**src/common/serial_status_pkg.sv**
```systemverilog
package serial_status_pkg;

    // Byte addresses of the serial port registers on the I/O port.
    localparam logic [9:0] ADDR_DATA = 10'h3f8;
    localparam logic [9:0] ADDR_IRQ_ENABLE = 10'h3f9;
    localparam logic [9:0] ADDR_IRQ_IDENT = 10'h3fa;
    localparam logic [9:0] ADDR_LINE_CONTROL = 10'h3fb;
    localparam logic [9:0] ADDR_MODEM_CONTROL = 10'h3fc;
    localparam logic [9:0] ADDR_LINE_STATUS = 10'h3fd;
    localparam logic [9:0] ADDR_MODEM_STATUS = 10'h3fe;
    localparam logic [9:0] ADDR_SCRATCH = 10'h3ff;

    // Interrupt enable bits.
    localparam int IE_RX_DATA = 0;
    localparam int IE_TX_EMPTY = 1;
    localparam int IE_LINE = 2;
    localparam int IE_MODEM = 3;

    // Line control bits.
    localparam int LC_STOP = 2;
    localparam int LC_PAR_EN = 3;
    localparam int LC_EVEN = 4;
    localparam int LC_STICK = 5;
    localparam int LC_BREAK = 6;
    localparam int LC_DLAB = 7;

    // Modem control bits.
    localparam int MC_TERM_READY = 0;
    localparam int MC_SEND_REQ = 1;
    localparam int MC_AUX1 = 2;
    localparam int MC_AUX2 = 3;
    localparam int MC_LOOP = 4;

    // Interrupt identification codes, highest priority first.
    localparam logic [2:0] ID_LINE = 3'h6;
    localparam logic [2:0] ID_RX_DATA = 3'h4;
    localparam logic [2:0] ID_TX_EMPTY = 3'h2;
    localparam logic [2:0] ID_MODEM = 3'h0;
    localparam logic [2:0] ID_NONE = 3'h1;

    // Reset values, and the five data bits at the base of the break limit.
    localparam logic [1:0] SYNC_IDLE = 2'h3;
    localparam logic [7:0] LCR_RESET = 8'h00;
    localparam logic [4:0] MCR_RESET = 5'h00;
    localparam logic [3:0] IER_RESET = 4'h0;
    localparam logic [3:0] BRK_LIMIT_MIN = 4'h5;

endpackage

```
**src/rtl/modem_change_detect.sv**
```systemverilog
`timescale 1ns/1ns
module modem_change_detect
(
    input wire logic clk,
    input wire logic nrst,
    input wire logic ce,
    input wire logic [3:0] levels,
    input wire logic clear,
    output logic [3:0] flags
);

    typedef struct packed {
        logic [3:0] prev;
        logic [3:0] flags;
    } chg_t;

    chg_t st_r;
    chg_t st_nxt;
    logic [3:0] changed;

    // Bit 2 follows the ring line only on its active to inactive edge.
    always_comb
    begin
        st_nxt = st_r;
        changed = levels ^ st_r.prev;
        changed[2] = st_r.prev[2] & ~levels[2];
        st_nxt.prev = levels;
        if (clear)
        begin
            st_nxt.flags = 4'h0;
        end
        // A change seen in the read cycle survives the clear.
        st_nxt.flags = st_nxt.flags | changed;
    end

    // Levels start inactive, so a pin idle at reset reports no change.
    always_ff @(posedge clk or negedge nrst)
    begin
        if (!nrst)
        begin
            st_r <= '0;
        end
        else if (ce)
        begin
            st_r <= st_nxt;
        end
    end

    assign flags = st_r.flags;
endmodule

```
**src/rtl/serial_line_modem_status.sv**
```systemverilog
`timescale 1ns/1ns
// Summary of operation
// - Line status top bit always reads zero.
// - All-empty only when holding and shifter empty.
// - Holding-empty set on transfer, cleared on write.
// - Holding-empty with enable bit 1 interrupts.
// - Break when spacing longer than one character.
// - Line errors raise line status interrupt.
// - Framing flag when stop bit is spacing.
// - Parity flag on mismatch, cleared by status read.
// - Overrun when unread character is replaced.
// - Data ready on character, cleared by read.
// - Modem change flags set, cleared on read.
// - Modem levels are complemented input pins.
// - Loopback maps modem control bits into status.
// - Ring flag only on active-to-inactive edge.
// - Any modem change flag raises interrupt.
// - Scratch register reads back freely.
// - Reset drives modem outputs inactive.
// - Modem outputs follow modem control bits except in loopback.
// - Aux control bit two gates system interrupt, also in loopback.
// - Loopback feeds transmit output into receiver.
// - Modem control bit 3 enables interrupt line.
// - Line control bit 4 selects even parity.
module serial_line_modem_status
(
    input wire logic clk,
    input wire logic nrst,
    input wire logic ce,
    input wire logic [9:0] io_addr,
    input wire logic io_wr,
    input wire logic io_rd,
    input wire logic [7:0] io_wdata,
    output logic [7:0] io_rdata,
    input wire logic rx_pin,
    output logic tx_pin,
    input wire logic carrier_detect_in_n,
    input wire logic call_alert_in_n,
    input wire logic set_ready_in_n,
    input wire logic clear_to_send_in_n,
    output logic terminal_ready_n,
    output logic send_request_n,
    output logic aux1_n,
    output logic aux2_n,
    output logic serial_irq,
    input wire logic bit_tick,
    output logic rx_line_to_shifter,
    input wire logic rx_char_done,
    input wire logic [7:0] rx_data,
    input wire logic rx_parity_bit,
    input wire logic rx_stop_bit,
    input wire logic tx_shift_out,
    input wire logic tx_shift_load,
    input wire logic tx_shift_busy,
    output logic [7:0] tx_holding_data,
    output logic tx_holding_full,
    output logic [15:0] divisor,
    output logic [7:0] line_control
);

    typedef struct packed {
        logic [1:0] rx_sync;
        logic [1:0] dcd_sync;
        logic [1:0] ring_sync;
        logic [1:0] dsr_sync;
        logic [1:0] cts_sync;
        logic [7:0] rbr;
        logic [7:0] thr;
        logic [3:0] ier;
        logic [7:0] lcr;
        logic [4:0] mcr;
        logic [7:0] scratch;
        logic [7:0] div_lo;
        logic [7:0] div_hi;
        logic dr;
        logic tx_holding_empty;
        logic tx_holding_empty_arm;
        logic oe;
        logic pe;
        logic fe;
        logic bi;
        logic [3:0] brk_cnt;
        logic [7:0] rdata;
        logic tx_pin;
        logic dtr_n;
        logic rts_n;
        logic out1_n;
        logic out2_n;
        logic irq;
    } state_t;

    state_t st_r;
    state_t st_nxt;
    logic loop;
    logic dlab;
    logic rx_line;
    logic [3:0] pin_levels;
    logic [3:0] levels;
    logic [3:0] msr_flags;
    logic rd_rbr;
    logic rd_iir;
    logic rd_lsr;
    logic rd_msr;
    logic wr_thr;
    logic rls_pend;
    logic rda_pend;
    logic thr_pend;
    logic ms_pend;
    logic [2:0] iir_code;
    logic [7:0] lsr_val;
    logic [7:0] read_val;
    logic [3:0] brk_limit;

    // Parity check against the word length and mode in line control.
    function automatic logic parity_fail(input logic [7:0] lc,
        input logic [7:0] d, input logic p);
        logic [7:0] mask;
        logic ones;
        mask = 8'hff >> (2'h3 - lc[1:0]);
        ones = ^(d & mask);
        if (!lc[serial_status_pkg::LC_PAR_EN])
            parity_fail = 1'b0;
        else if (lc[serial_status_pkg::LC_STICK])
            parity_fail = p != ~lc[serial_status_pkg::LC_EVEN];
        else
            parity_fail = (ones ^ p) != ~lc[serial_status_pkg::LC_EVEN];
    endfunction

    // Bit times in one character: start, data, parity and stop bits.
    // The constant two is the start bit plus the first stop bit.
    function automatic logic [3:0] char_bits(input logic [7:0] lc);
        char_bits = serial_status_pkg::BRK_LIMIT_MIN + {2'h0, lc[1:0]}
            + {3'h0, lc[serial_status_pkg::LC_PAR_EN]}
            + {3'h0, lc[serial_status_pkg::LC_STOP]} + 4'h2;
    endfunction

    // Decode, interrupt priority and the value a read would return.
    always_comb
    begin
        loop = st_r.mcr[serial_status_pkg::MC_LOOP];
        dlab = st_r.lcr[serial_status_pkg::LC_DLAB];
        // In loopback the receiver hears the transmit shifter directly.
        rx_line = loop ? tx_shift_out : st_r.rx_sync[1];
        pin_levels = ~{st_r.dcd_sync[1], st_r.ring_sync[1],
            st_r.dsr_sync[1], st_r.cts_sync[1]};
        levels = loop ? {st_r.mcr[3], st_r.mcr[2], st_r.mcr[0],
            st_r.mcr[1]} : pin_levels;
        rd_rbr = io_rd && io_addr == serial_status_pkg::ADDR_DATA && !dlab;
        wr_thr = io_wr && io_addr == serial_status_pkg::ADDR_DATA && !dlab;
        rd_iir = io_rd && io_addr == serial_status_pkg::ADDR_IRQ_IDENT;
        rd_lsr = io_rd && io_addr == serial_status_pkg::ADDR_LINE_STATUS;
        rd_msr = io_rd && io_addr == serial_status_pkg::ADDR_MODEM_STATUS;
        rls_pend = st_r.ier[serial_status_pkg::IE_LINE]
            && (st_r.bi || st_r.fe || st_r.pe || st_r.oe);
        rda_pend = st_r.ier[serial_status_pkg::IE_RX_DATA] && st_r.dr;
        thr_pend = st_r.ier[serial_status_pkg::IE_TX_EMPTY] && st_r.tx_holding_empty
            && st_r.tx_holding_empty_arm;
        ms_pend = st_r.ier[serial_status_pkg::IE_MODEM]
            && (msr_flags != 4'h0);
        if (rls_pend)
            iir_code = serial_status_pkg::ID_LINE;
        else if (rda_pend)
            iir_code = serial_status_pkg::ID_RX_DATA;
        else if (thr_pend)
            iir_code = serial_status_pkg::ID_TX_EMPTY;
        else if (ms_pend)
            iir_code = serial_status_pkg::ID_MODEM;
        else
            iir_code = serial_status_pkg::ID_NONE;
        lsr_val = {1'b0, st_r.tx_holding_empty && !tx_shift_busy, st_r.tx_holding_empty, st_r.bi,
            st_r.fe, st_r.pe, st_r.oe, st_r.dr};
        brk_limit = char_bits(st_r.lcr);
        case (io_addr)
            serial_status_pkg::ADDR_DATA:
                read_val = dlab ? st_r.div_lo : st_r.rbr;
            serial_status_pkg::ADDR_IRQ_ENABLE:
                read_val = dlab ? st_r.div_hi : {4'h0, st_r.ier};
            serial_status_pkg::ADDR_IRQ_IDENT:
                read_val = {5'h00, iir_code};
            serial_status_pkg::ADDR_LINE_CONTROL:
                read_val = st_r.lcr;
            serial_status_pkg::ADDR_MODEM_CONTROL:
                read_val = {3'h0, st_r.mcr};
            serial_status_pkg::ADDR_LINE_STATUS:
                read_val = lsr_val;
            serial_status_pkg::ADDR_MODEM_STATUS:
                read_val = {levels, msr_flags};
            serial_status_pkg::ADDR_SCRATCH:
                read_val = st_r.scratch;
            default:
                read_val = 8'h00;
        endcase
    end

    // Next state: read clears are applied first so that a set in the same
    // cycle always wins and no event is lost to a read.
    always_comb
    begin
        st_nxt = st_r;
        st_nxt.rx_sync = {st_r.rx_sync[0], rx_pin};
        st_nxt.dcd_sync = {st_r.dcd_sync[0], carrier_detect_in_n};
        st_nxt.ring_sync = {st_r.ring_sync[0], call_alert_in_n};
        st_nxt.dsr_sync = {st_r.dsr_sync[0], set_ready_in_n};
        st_nxt.cts_sync = {st_r.cts_sync[0], clear_to_send_in_n};
        if (io_rd)
        begin
            st_nxt.rdata = read_val;
        end
        if (io_wr)
        begin
            case (io_addr)
                serial_status_pkg::ADDR_DATA:
                    if (dlab)
                        st_nxt.div_lo = io_wdata;
                    else
                        st_nxt.thr = io_wdata;
                serial_status_pkg::ADDR_IRQ_ENABLE:
                    if (dlab)
                        st_nxt.div_hi = io_wdata;
                    else
                        st_nxt.ier = io_wdata[3:0];
                serial_status_pkg::ADDR_LINE_CONTROL:
                    st_nxt.lcr = io_wdata;
                serial_status_pkg::ADDR_MODEM_CONTROL:
                    st_nxt.mcr = io_wdata[4:0];
                serial_status_pkg::ADDR_SCRATCH:
                    st_nxt.scratch = io_wdata;
                default:
                    st_nxt.scratch = st_r.scratch;
            endcase
        end
        // Enabling the empty interrupt while empty raises it at once.
        if (io_wr && !dlab && io_addr == serial_status_pkg::ADDR_IRQ_ENABLE
            && io_wdata[1] && !st_r.ier[1] && st_r.tx_holding_empty)
        begin
            st_nxt.tx_holding_empty_arm = 1'b1;
        end
        // Read side effects, once per access.
        if (rd_rbr)
            st_nxt.dr = 1'b0;
        if (rd_lsr)
        begin
            st_nxt.oe = 1'b0;
            st_nxt.pe = 1'b0;
            st_nxt.fe = 1'b0;
            st_nxt.bi = 1'b0;
        end
        if (rd_iir && iir_code == serial_status_pkg::ID_TX_EMPTY)
            st_nxt.tx_holding_empty_arm = 1'b0;
        // Holding register refill: a load and a write in one cycle
        // leave the holding register full, so the write wins here.
        if (tx_shift_load)
        begin
            st_nxt.tx_holding_empty = 1'b1;
            st_nxt.tx_holding_empty_arm = 1'b1;
        end
        if (wr_thr)
        begin
            st_nxt.tx_holding_empty = 1'b0;
            st_nxt.tx_holding_empty_arm = 1'b0;
        end
        // Received character: store it and raise its flags.
        if (rx_char_done)
        begin
            st_nxt.rbr = rx_data;
            st_nxt.dr = 1'b1;
            if (st_r.dr && !rd_rbr)
                st_nxt.oe = 1'b1;
            if (parity_fail(st_r.lcr, rx_data, rx_parity_bit))
                st_nxt.pe = 1'b1;
            if (!rx_stop_bit)
                st_nxt.fe = 1'b1;
        end
        // Break: the counter saturates one past the limit so a long
        // break sets the flag once, not on every following bit time.
        if (rx_line)
        begin
            st_nxt.brk_cnt = 4'h0;
        end
        else if (bit_tick && st_r.brk_cnt <= brk_limit)
        begin
            st_nxt.brk_cnt = st_r.brk_cnt + 4'h1;
            if (st_r.brk_cnt == brk_limit)
                st_nxt.bi = 1'b1;
        end
        // Pins and interrupt line.
        st_nxt.tx_pin = loop ? 1'b1
            : (st_r.lcr[serial_status_pkg::LC_BREAK] ? 1'b0 : tx_shift_out);
        st_nxt.dtr_n = loop || !st_r.mcr[serial_status_pkg::MC_TERM_READY];
        st_nxt.rts_n = loop || !st_r.mcr[serial_status_pkg::MC_SEND_REQ];
        st_nxt.out1_n = loop || !st_r.mcr[serial_status_pkg::MC_AUX1];
        st_nxt.out2_n = loop || !st_r.mcr[serial_status_pkg::MC_AUX2];
        st_nxt.irq = st_r.mcr[serial_status_pkg::MC_AUX2]
            && (rls_pend || rda_pend || thr_pend || ms_pend);
    end

    // Every output pin resets to its inactive level.
    always_ff @(posedge clk or negedge nrst)
    begin
        if (!nrst)
        begin
            st_r <= '0;
            st_r.rx_sync <= serial_status_pkg::SYNC_IDLE;
            st_r.dcd_sync <= serial_status_pkg::SYNC_IDLE;
            st_r.ring_sync <= serial_status_pkg::SYNC_IDLE;
            st_r.dsr_sync <= serial_status_pkg::SYNC_IDLE;
            st_r.cts_sync <= serial_status_pkg::SYNC_IDLE;
            st_r.ier <= serial_status_pkg::IER_RESET;
            st_r.lcr <= serial_status_pkg::LCR_RESET;
            st_r.mcr <= serial_status_pkg::MCR_RESET;
            st_r.tx_holding_empty <= 1'b1;
            st_r.tx_pin <= 1'b1;
            st_r.dtr_n <= 1'b1;
            st_r.rts_n <= 1'b1;
            st_r.out1_n <= 1'b1;
            st_r.out2_n <= 1'b1;
        end
        else if (ce)
        begin
            st_r <= st_nxt;
        end
    end

    // Change flags for the four modem levels, pins or looped bits.
    modem_change_detect u_change
    (
        .clk(clk),
        .nrst(nrst),
        .ce(ce),
        .levels(levels),
        .clear(rd_msr),
        .flags(msr_flags)
    );

    assign io_rdata = st_r.rdata;
    assign tx_pin = st_r.tx_pin;
    assign terminal_ready_n = st_r.dtr_n;
    assign send_request_n = st_r.rts_n;
    assign aux1_n = st_r.out1_n;
    assign aux2_n = st_r.out2_n;
    assign serial_irq = st_r.irq;
    assign rx_line_to_shifter = rx_line;
    assign tx_holding_data = st_r.thr;
    assign tx_holding_full = !st_r.tx_holding_empty;
    assign divisor = {st_r.div_hi, st_r.div_lo};
    assign line_control = st_r.lcr;
endmodule

```
**config.mk**
```make
export PLATFORM = sky130hd
export DESIGN_NAME = serial_line_modem_status
export DESIGN_NICKNAME = d
export VERILOG_FILES = /design/src/common/serial_status_pkg.sv /design/src/rtl/modem_change_detect.sv /design/src/rtl/serial_line_modem_status.sv
export SDC_FILE = /design/constraint.sdc
export NUM_CORES = 1
export LEC_CHECK = 0
export BUFFER_PORTS_ARGS = -buffer_cell sky130_fd_sc_hd__buf_2
export CORE_ASPECT_RATIO = 1.25
export CORE_MARGIN = 5
export CORE_UTILIZATION = 50
export CTS_BUF_LIST = sky130_fd_sc_hd__clkbuf_2
export DETAILED_ROUTE_END_ITERATION = 12
export PLACE_DENSITY = 0.72
export SYNTH_ARGS = -nofsm -noshare
export SYNTH_HDL_FRONTEND = slang
export SYNTH_SLANG_ARGS = --single-unit
export TNS_END_PERCENT = 1
```
**constraint.sdc**
```tcl
create_clock -name clk -period 6.8 [get_ports clk]
set_clock_uncertainty 0.2 [all_clocks]
set_input_delay 0.34 -clock clk [delete_from_list [all_inputs] [get_ports clk]]
set_output_delay 0.34 -clock clk [all_outputs]
set_load 0.01 [all_outputs]
```
== Word-level counts from Yosys, hierarchy flattened ==
Cells that the tools add are included.

* Bits in registers: 100
* Bits of input ports: 43
* Output and inout bits: 48
* Word-level logic and storage cells: 149

* Add/sub/neg operators: 6
* Order comparisons: 1
* Equal/unequal tests: 12
* Shift-type cells: 1
* Mux-type cells: 30
* Bitwise logic cells: 9
* Reduce and logical (&&, ||, !) cells: 60

{| class="wikitable"
|+ Operators by type and width
! operator !! number
|-
| equality test 10 bit, second input constant || 8
|-
| one-hot mux 8 bit (8 select lines) || 1
|-
| logical AND 1 bit || 22
|-
| 2-to-1 mux 1 bit || 16
|-
| 2-to-1 mux 4 bit || 4
|-
| 2-to-1 mux 8 bit || 2
|-
| AND reduction 4 bit || 4
|-
| AND reduction 2 bit || 6
|-
| logical OR 1 bit || 10
|-
| logical NOT 1 bit || 9
|-
| 2-to-1 mux 3 bit || 3
|-
| AND reduction 3 bit || 3
|-
| adder 4 x 1 -> 4 bit || 2
|-
| bitwise AND 8 bit || 1
|-
| nonzero test 4 bit || 2
|-
| XOR reduction 8 bit || 1
|-
| right shift 8 x 2 -> 8 bit, first input constant || 1
|-
| 2-to-1 mux 2 bit || 3
|-
| nonzero test 2 bit || 3
|-
| 2-to-1 mux 5 bit || 1
|-
| adder 3 x 2 -> 4 bit, first input constant || 1
|-
| adder 4 x 1 -> 4 bit, second input constant || 1
|-
| adder 4 x 2 -> 4 bit, second input constant || 1
|-
| equality test 4 bit || 1
|-
| 10 further kinds || 13
|}

== Longest topological paths before layout ==
Gate-level depths: netlist (run 1).

* Depth in word-level cells: 11
* Mapped depth: 14
* Mapped depth without buffers: 14

== Hierarchy ==
A second synthesis (run 1) with hierarchy kept.

* Cells, all modules: 469
* Area, all modules: 5,401.4 um^2

{| class="wikitable"
|+ Modules (own cells, without submodules)
! module !! times used !! cells an instance !! area an instance (um^2) !! sequential area each (um^2)
|-
| serial_line_modem_status || 1 || 443 || 5,023.6 || 2,322.2
|-
| modem_change_detect || 1 || 26 || 377.9 || 200.2
|}

== Worst setup path before layout (run 1) ==
OpenSTA, ideal clock, no wires.

* Kind: register to register
* From: register st_r, in the netlist line_control[0]
* To: register st_r[17] in the netlist's numbering
* Library setup time: 0.083 ns
* Data arrival time: 2.663 ns
* Slack: 3.855 ns
* Cell stages (with the launch flop): 15
* Buffers on the path: 0
* Clock period less this slack: 2.945 ns
* Cells stage by stage: dfrtp_1 -> inv_1 -> ha_1 -> inv_1 -> ha_1 -> inv_1 -> fa_1 -> xnor2_1 -> ha_1 -> and2_1 -> nand4_1 -> a21bo_2 -> nand4_1 -> or3_1 -> o21ai_0

* Longest elaborated chain between the ends: 8

{| class="wikitable"
|+ RTL lines
! what !! line !! text
|-
| start: declaration || serial_line_modem_status.sv:92 || <nowiki>state_t st_r;</nowiki>
|-
| start signal: assignment || serial_line_modem_status.sv:320 || <nowiki>st_r <= st_nxt;</nowiki>
|-
| adder 3 x 2 -> 4 bit || serial_line_modem_status.sv:132 || <nowiki>char_bits = serial_status_pkg::BRK_LIMIT_MIN + {2'h0, lc[1:0]}</nowiki>
|-
| adder 4 x 1 -> 4 bit || serial_line_modem_status.sv:133 || <nowiki>+ {3'h0, lc[serial_status_pkg::LC_PAR_EN]}</nowiki>
|-
| adder 4 x 1 -> 4 bit || serial_line_modem_status.sv:134 || <nowiki>+ {3'h0, lc[serial_status_pkg::LC_STOP]} + 4'h2;</nowiki>
|-
| adder 4 x 2 -> 4 bit || serial_line_modem_status.sv:134 ||
|-
| <= comparator 4 bit || serial_line_modem_status.sv:280 || <nowiki>else if (bit_tick && st_r.brk_cnt <= brk_limit)</nowiki>
|-
| logical AND 1 bit || serial_line_modem_status.sv:280 ||
|-
| nonzero test 2 bit (no source line) || - ||
|-
| AND reduction 2 bit (no source line) || - ||
|}

Every way passes these cells.
A chain may end at the register's enable or synchronous reset.

== Worst setup path in the final report (run 1) ==
Same ends and word-level chain as after synthesis.

==> results of run 1 <==
-- worst max-delay path, cell delays in order, from the launching register on --
cell and delay [ps]:
dfrtp_1 510, inv_1 100, ha_1 290, inv_1 70, ha_1 160, inv_1 60, fa_1 400, xnor2_1 140
ha_1 280, and2_1 140, nand4_1 120, a21bo_2 260, nand4_1 130, or3_1 320, o21ai_0 80
-- state kept, by name, summed over array words and instances, names as in the netlist --
name and cells:
tx_pin 1, loop 1, st_r 34, aux2_n 1
lsr_val 6, line_control 8, aux1_n 1, divisor 16
u_change.st_r 4, st_nxt 5, serial_irq 1, u_change.flags 4
send_request_n 1, io_rdata 8, tx_holding_data 8, terminal_ready_n 1
-- layout by cell type (no fill, tap or decap), drive strengths merged, types with 11 or more instances in the layout --
cell type and count:
o21ai 30, dfstp 16, dfrtp 84, a21oi 11
nand3 14, buf 91, dlygate4sd3 31, mux2 70
nand2 35, nor2 18, inv 15
-- power by group through the flow --
stage / Sequential, mW / Combinational (mW) / Clock, mW
after detailed placement: 0.648 / 0.119 / 0
after CTS: 0.638 / 0.133 / 0.279
after global placement: 0.647 / 0.117 / 0
final: 0.638 / 0.132 / 0.267
after floorplan: 0.642 / 0.0711 / 0
after global routing: 0.642 / 0.146 / 0.302
-- timing repair --
item	4_1_cts	5_1_grt
hold buffers	31	0
gates resized for setup	0	0
buffers inserted	0	0
hold endpoints to repair	92	0
-- cells in the mapped netlist (3+ instances only) --
cell type | instances | area share [%]
a211oi_1 | 4 | 0.56
a21boi_0 | 3 | 0.42
a21oi_1 | 11 | 1.0
a221oi_1 | 4 | 0.66
a22o_1 | 3 | 0.49
a31oi_1 | 8 | 0.94
buf_1 | 3 | 0.21
buf_2 | 4 | 0.38
buf_4 | 41 | 5.8
clkbuf_1 | 8 | 0.56
dfrtp_1 | 84 | 39
dfstp_2 | 16 | 7.9
ha_1 | 8 | 1.9
inv_1 | 15 | 1.1
mux2_2 | 70 | 15
mux2i_1 | 7 | 1.3
mux4_2 | 5 | 2.1
nand2_1 | 35 | 2.5
nand3_1 | 11 | 1.0
nor2_1 | 17 | 1.2
nor2b_1 | 5 | 0.59
nor3_1 | 3 | 0.28
nor3b_1 | 6 | 0.85
nor4_1 | 4 | 0.47
o21ai_0 | 29 | 2.7
o31ai_1 | 4 | 0.56
or3_1 | 4 | 0.47
xnor2_1 | 9 | 1.5
-- per-layer routing --
metal  part of all wire (%)  global-route usage, %
met5                      0                      0
met4                    1.4                   6.25
met3                    4.6                   4.12
met2                     50                   35.4
met1                     44                   31.2
-- through the flow --
stage / utilization (%) / cells / setup slack [ps] / power, mW
after floorplan: - / 467 / 3850 / 0.713
after global placement: 52.9 / 632 / 3690 / 0.764
after detailed placement: 52.9 / 632 / 3530 / 0.767
after CTS: 56.8 / 679 / 3480 / 1.05
after global routing: 56.9 / 680 / 3250 / 1.09
final: 56.9 / 680 / 3490 / 1.04
-- cell families (layout without fill, tap and decap cells) --
logic type,count (synthesis),after routing
adders and majority gates,9,9
muxes,82,82
xor gates and xnor gates,11,11
buffers and inverters,74,154
other,0,1
DFF,100,100
AOI/OAI and AO/OA,80,80
and+or+nand+nor,111,111
-- area by class of cell --
cell class	instances	area [um2]	share of cell area, %
Timing Repair Buffer	122	771	12.9
Sequential cell	100	2520	42.2
Inverter	16	60.1	1.01
Multi-Input combinational cell	293	2350	39.4
Clock buffer	9	45.0	0.754
Clock inverter	7	57.6	0.963
Antenna cell	1	2.50	0.0419
Tap cell	132	165	2.76
-- how the worst max path moves through the flow --
stage,start,end,slack (ps)
global route,line_control[0]$_DFFE_PN0P_,st_r[17]$_DFFE_PN0P_,3250
CTS,line_control[0]$_DFFE_PN0P_,st_r[17]$_DFFE_PN0P_,3480
floorplan,line_control[0]$_DFFE_PN0P_,st_r[17]$_DFFE_PN0P_,3850
detailed placement,line_control[0]$_DFFE_PN0P_,st_r[17]$_DFFE_PN0P_,3530
finish,line_control[0]$_DFFE_PN0P_,st_r[17]$_DFFE_PN0P_,3490
global placement,line_control[0]$_DFFE_PN0P_,st_r[17]$_DFFE_PN0P_,3690
==> out/results.ini, run 1 <==
[yosys]
avgSynthCellArea_um2 = 11.4
synth_xor_area_share_pct = 2.07
synth_seq_cells = 100
synth_top_family_by_area = multiplexers
synth_fa_ha_area_share_pct = 2.26
synth_compound_area_share_pct = 9.56
ys_warn_count = 0
synth_edf_count = 0
async_reset_ff_share_pct = 100
synth_fp_nets = 519
yosys.area_share.simple_pct = 12.1
synth-seq-area-share_pct = 47.4
synthMuxAreaShare_pct = 18.2
synth_ff_type = dfrtp_1
yosysUniqueCellTypes = 62
synth_area_um2 = 5330
syn_inst = 467

[final_layout]
nets = 594
finish.instance_area_um2 = 5980
area_growth_pct = 12.2
drive_above_1_share_pct = 37.7
nFillCells = 949

[timing]
final.setup.tns_ps = 0
timing.fmax_mhz = 302
hold_ws_ps = 103
rsz0062_at_grt = no
slew_headroom_pct = 33.5
post-route-min-period_ps = 3310
hold_viol = 0
setup_viol = 0
worst_pin_slew_ps = 998
slew_viol_final = 0
period_share_pct = 48.7

[worst_setup_path]
startpoint_type = register
crit_type = reg2reg
cp.required_ps = 7100
r2r_start = line_control[0]$_DFFE_PN0P_
ff2ff_path_depth = 14
ff2ff_setup_slack_ps = 3490
cp.arrival_ps = 3610
worstSetupEndpointType = register
rr_endpoint = st_r[17]$_DFFE_PN0P_
cp_max_fo = 7

[clock_network]
cts_made_buffers = 9
cts_tree = yes
cts.sink_count = 100
clock-root-buffer = clkbuf_2
cts_max_path_buffers = 2
htreeDepth = 3
clock_latency_ps = 560
clk_pin_slew_ps = 250

[placement]
gp_congestion = 0.895
dp_hpwl_um = 9840
portBuffers = 90
placed_cell_area_um2 = 5560

[global_routing]
antenna_found_initial = 1
grt_start_max_net_pins = 81
grt_pass1_vias = 3993
overflow = 0
grt_pass1_wl_um = 21800
grt_usage_pct = 22.3

[power_and_ir_drop]
power_density_nw_per_um2 = 174
comb_power_share_pct = 12.7
peakVddDrop_v = 0.000101
leakagePower_nw = 2.80
p_switching_mw = 0.274
seq_power_share_pct = 61.5
pwr-share-clk_pct = 25.7
switching_share_pct = 26.4
intPower_mw = 0.764

[drt]
drt-initial-drc-count = 262
dr_total_vias = 3917
wl_per_cell_um = 20.3
drt-total-wl_um = 13800
remaining_drc_errors = 0
firstDrtPassIters = 4
ant_nets = 0
drt-vias-per-instance = 5.76

[die]
rows = 42
pin_count = 91
die_height_um = 125
dieArea_um2 = 12800
initial_core_util_pct = 50.7
core_area_um2 = 10500
die_w_um = 102

[worst_hold_path]
hold_path_depth = 5
hp-class = in2reg
hold_end = loop$_DFFE_PN0P_
hp-start = io_addr[9]

[run_status]
outcome = complete, no violations

[run]
drv_cap = 0

(Power assumes the default switching activity.)
==> inputs of run 2 (changes only) <==
clock period = 3.4 ns   (was 6.8 ns; I/O delays follow)
==> run 2 against run 1 <==
Sequential share of layout area shrank 2.4 points. Combinational power grew 120%. Maximum frequency increased by 4.2%. Core utilization up 3.4 points. Sequential power is 100% higher. Cell count grew 4.6%. First-iteration DRC count increased by 7.3%.
==> out/results.ini, run 2 (synthesis results as in run 1) <==
[run_status]
outcome = complete, no violations  ; unchanged

[power_and_ir_drop]
peakVddDrop_v = 0.000283  ; was 0.000101 V
intPower_mw = 1.71  ; was 0.764 mW
power_mw = 2.29  ; was 1.04 mW
comb_power_share_pct = 12.6  ; was 12.7%
seq_power_share_pct = 55.8  ; was 61.5%
p_switching_mw = 0.579  ; was 0.274 mW
leakagePower_nw = 2.97  ; was 2.80 nW
switching_share_pct = 25.3  ; was 26.4%
pwr-share-clk_pct = 31.6  ; was 25.7%
power_density_nw_per_um2 = 361  ; was 174 nW/um2

[die]
initial_core_util_pct = 50.7  ; unchanged
die_height_um = 125  ; unchanged
die_w_um = 102  ; unchanged
core_area_um2 = 10500  ; unchanged
dieArea_um2 = 12800  ; unchanged
pin_count = 91  ; unchanged
rows = 42  ; unchanged

[worst_setup_path]
cp.arrival_ps = 3500  ; was 3610 ps
worstSetupEndpointType = register  ; unchanged
cp.required_ps = 3730  ; was 7100 ps
cp_max_fo = 5  ; was 7
startpoint_type = register  ; unchanged
crit_type = reg2reg  ; unchanged

[drt]
drt-total-wl_um = 14300  ; was 13800 um
firstDrtPassIters = 5  ; was 4
drt-vias-per-instance = 5.75  ; was 5.76
ant_nets = 0  ; unchanged
wl_per_cell_um = 20.1  ; was 20.3 um
dr_total_vias = 4091  ; was 3917
drt-initial-drc-count = 281  ; was 262
remaining_drc_errors = 0  ; unchanged

[placement]
dp_hpwl_um = 10200  ; was 9840 um
dp_slack_ps = 239  ; was 3530 ps
gp_congestion = 0.923  ; was 0.895
portBuffers = 90  ; unchanged

[timing]
layout_setup_ws_ps = 225  ; was 3490 ps
setup_viol = 0  ; unchanged
hold_viol = 0  ; unchanged
worst_pin_slew_ps = 718  ; was 998 ps
timing.fmax_mhz = 315  ; was 302 MHz
slew_viol_final = 0  ; unchanged
post-route-min-period_ps = 3180  ; was 3310 ps
period_share_pct = 93.4  ; was 48.7%
rsz0062_at_grt = no  ; unchanged
final.setup.tns_ps = 0  ; unchanged
slew_headroom_pct = 51.7  ; was 33.5%

[global_routing]
overflow = 0  ; unchanged
grt_pass1_wl_um = 22600  ; was 21800 um
grt_usage_pct = 23.3  ; was 22.3%
antenna_found_initial = 1  ; unchanged
grt_start_max_net_pins = 42  ; was 81
grt_pass1_vias = 4152  ; was 3993

[final_layout]
largest_register = st_r  ; unchanged
nets = 625  ; was 594
mostFrequentLayoutCell = buf_2  ; unchanged
area_growth_pct = 19.0  ; was 12.2%
final_cell_mix = buf_2 (89), dfrtp_1 (84), mux2_2 (70)  ; unchanged
fin_util_pct = 60.3  ; was 56.9%
drive_above_1_share_pct = 37.7  ; about the same
largest_register_ffs = 34  ; unchanged

[worst_hold_path]
hp-class = in2reg  ; unchanged

[clock_network]
cts_tree = yes  ; unchanged
cts.sink_count = 100  ; unchanged
cts_max_path_buffers = 2  ; unchanged
clock-root-buffer = clkbuf_2  ; unchanged
clock_latency_ps = 600  ; was 560 ps
htreeDepth = 3  ; unchanged
clk_pin_slew_ps = 260  ; was 250 ps
cts_made_buffers = 9  ; unchanged

[run]
drv_cap = 0  ; unchanged

run 2: per-stage QoR:
step	instance area, um2	hold slack, ps	instances
after detailed placement	5610	83.2	638
after CTS	6330	1.59	709
final	6340	1.28	711
after floorplan	5330	-326	467
after global routing	6340	45.4	711
after global placement	5610	70.2	638
run 2: final cells by class:
class                   instances  area [um2]
diodes                          1        2.50
clock buffers                  10        50.0
clock inverters                 6         111
fillers                       897        4170
inverters                      16        60.1
multi-input cells             293        2350
flip-flops and latches        100        2520
well taps                     132         165
repair buffers                153        1070
run 2: path summary, 6_finish.rpt:
| kind | from | to | slack (ps) | cells after the start |
|---|---|---|---|---|
| worst max register to register | line_control[3]$_DFFE_PN0P_ | st_r[17]$_DFFE_PN0P_ | 220 | 14 |
| worst max-delay path | line_control[3]$_DFFE_PN0P_ | st_r[17]$_DFFE_PN0P_ | 220 | 14 |
| worst min register to register | aux2_n$_DFFE_PN1P_ | aux2_n$_DFFE_PN1P_ | 310 | 2 |
| min in group asynchronous | nrst | lsr_val[5]$_DFFE_PN1P_ | 520 | 3 |
| max in group asynchronous | nrst | tx_holding_data[5]$_DFFE_PN0P_ | 2110 | 4 |
| worst min-delay path | io_addr[3] | io_rdata[5]$_DFFE_PN0P_ | 1 | 5 |
run 2: critical path, cell delays in order (launching register included):
cell	delay (ps)
dfrtp_1	450
inv_1	100
ha_1	230
inv_1	60
ha_1	150
inv_1	60
fa_1	400
xnor2_1	140
ha_1	270
and2_1	140
nand4_1	140
a21bo_2	260
nand4_1	110
or3_1	310
o21ai_0	90
run 2: routing by layer:
metal	part of all wire [%]	wire [um]	global-route usage (%)
met1	42	6060	31.2
met2	49	7020	37.5
met3	5.0	719	4.12
met4	3.4	480	9.11
met5	0	0	0
run 2: what timing repair did:
action | 4_1_cts | 5_1_grt
hold buffers | 55 | 0
endpoints found under the hold margin | 178 | 0
gates resized for setup | 0 | 0
buffers inserted | 0 | 1
setup endpoints to repair | 0 | 1
run 2: power groups by stage:
stage               combinational, mW  clock [mW]  sequential [mW]
global placement                0.238           0             1.29
finish                          0.289       0.722             1.28
detailed placement              0.244           0             1.29
floorplan                       0.142           0             1.28
CTS                             0.289       0.737             1.28
global route                    0.317       0.788             1.28
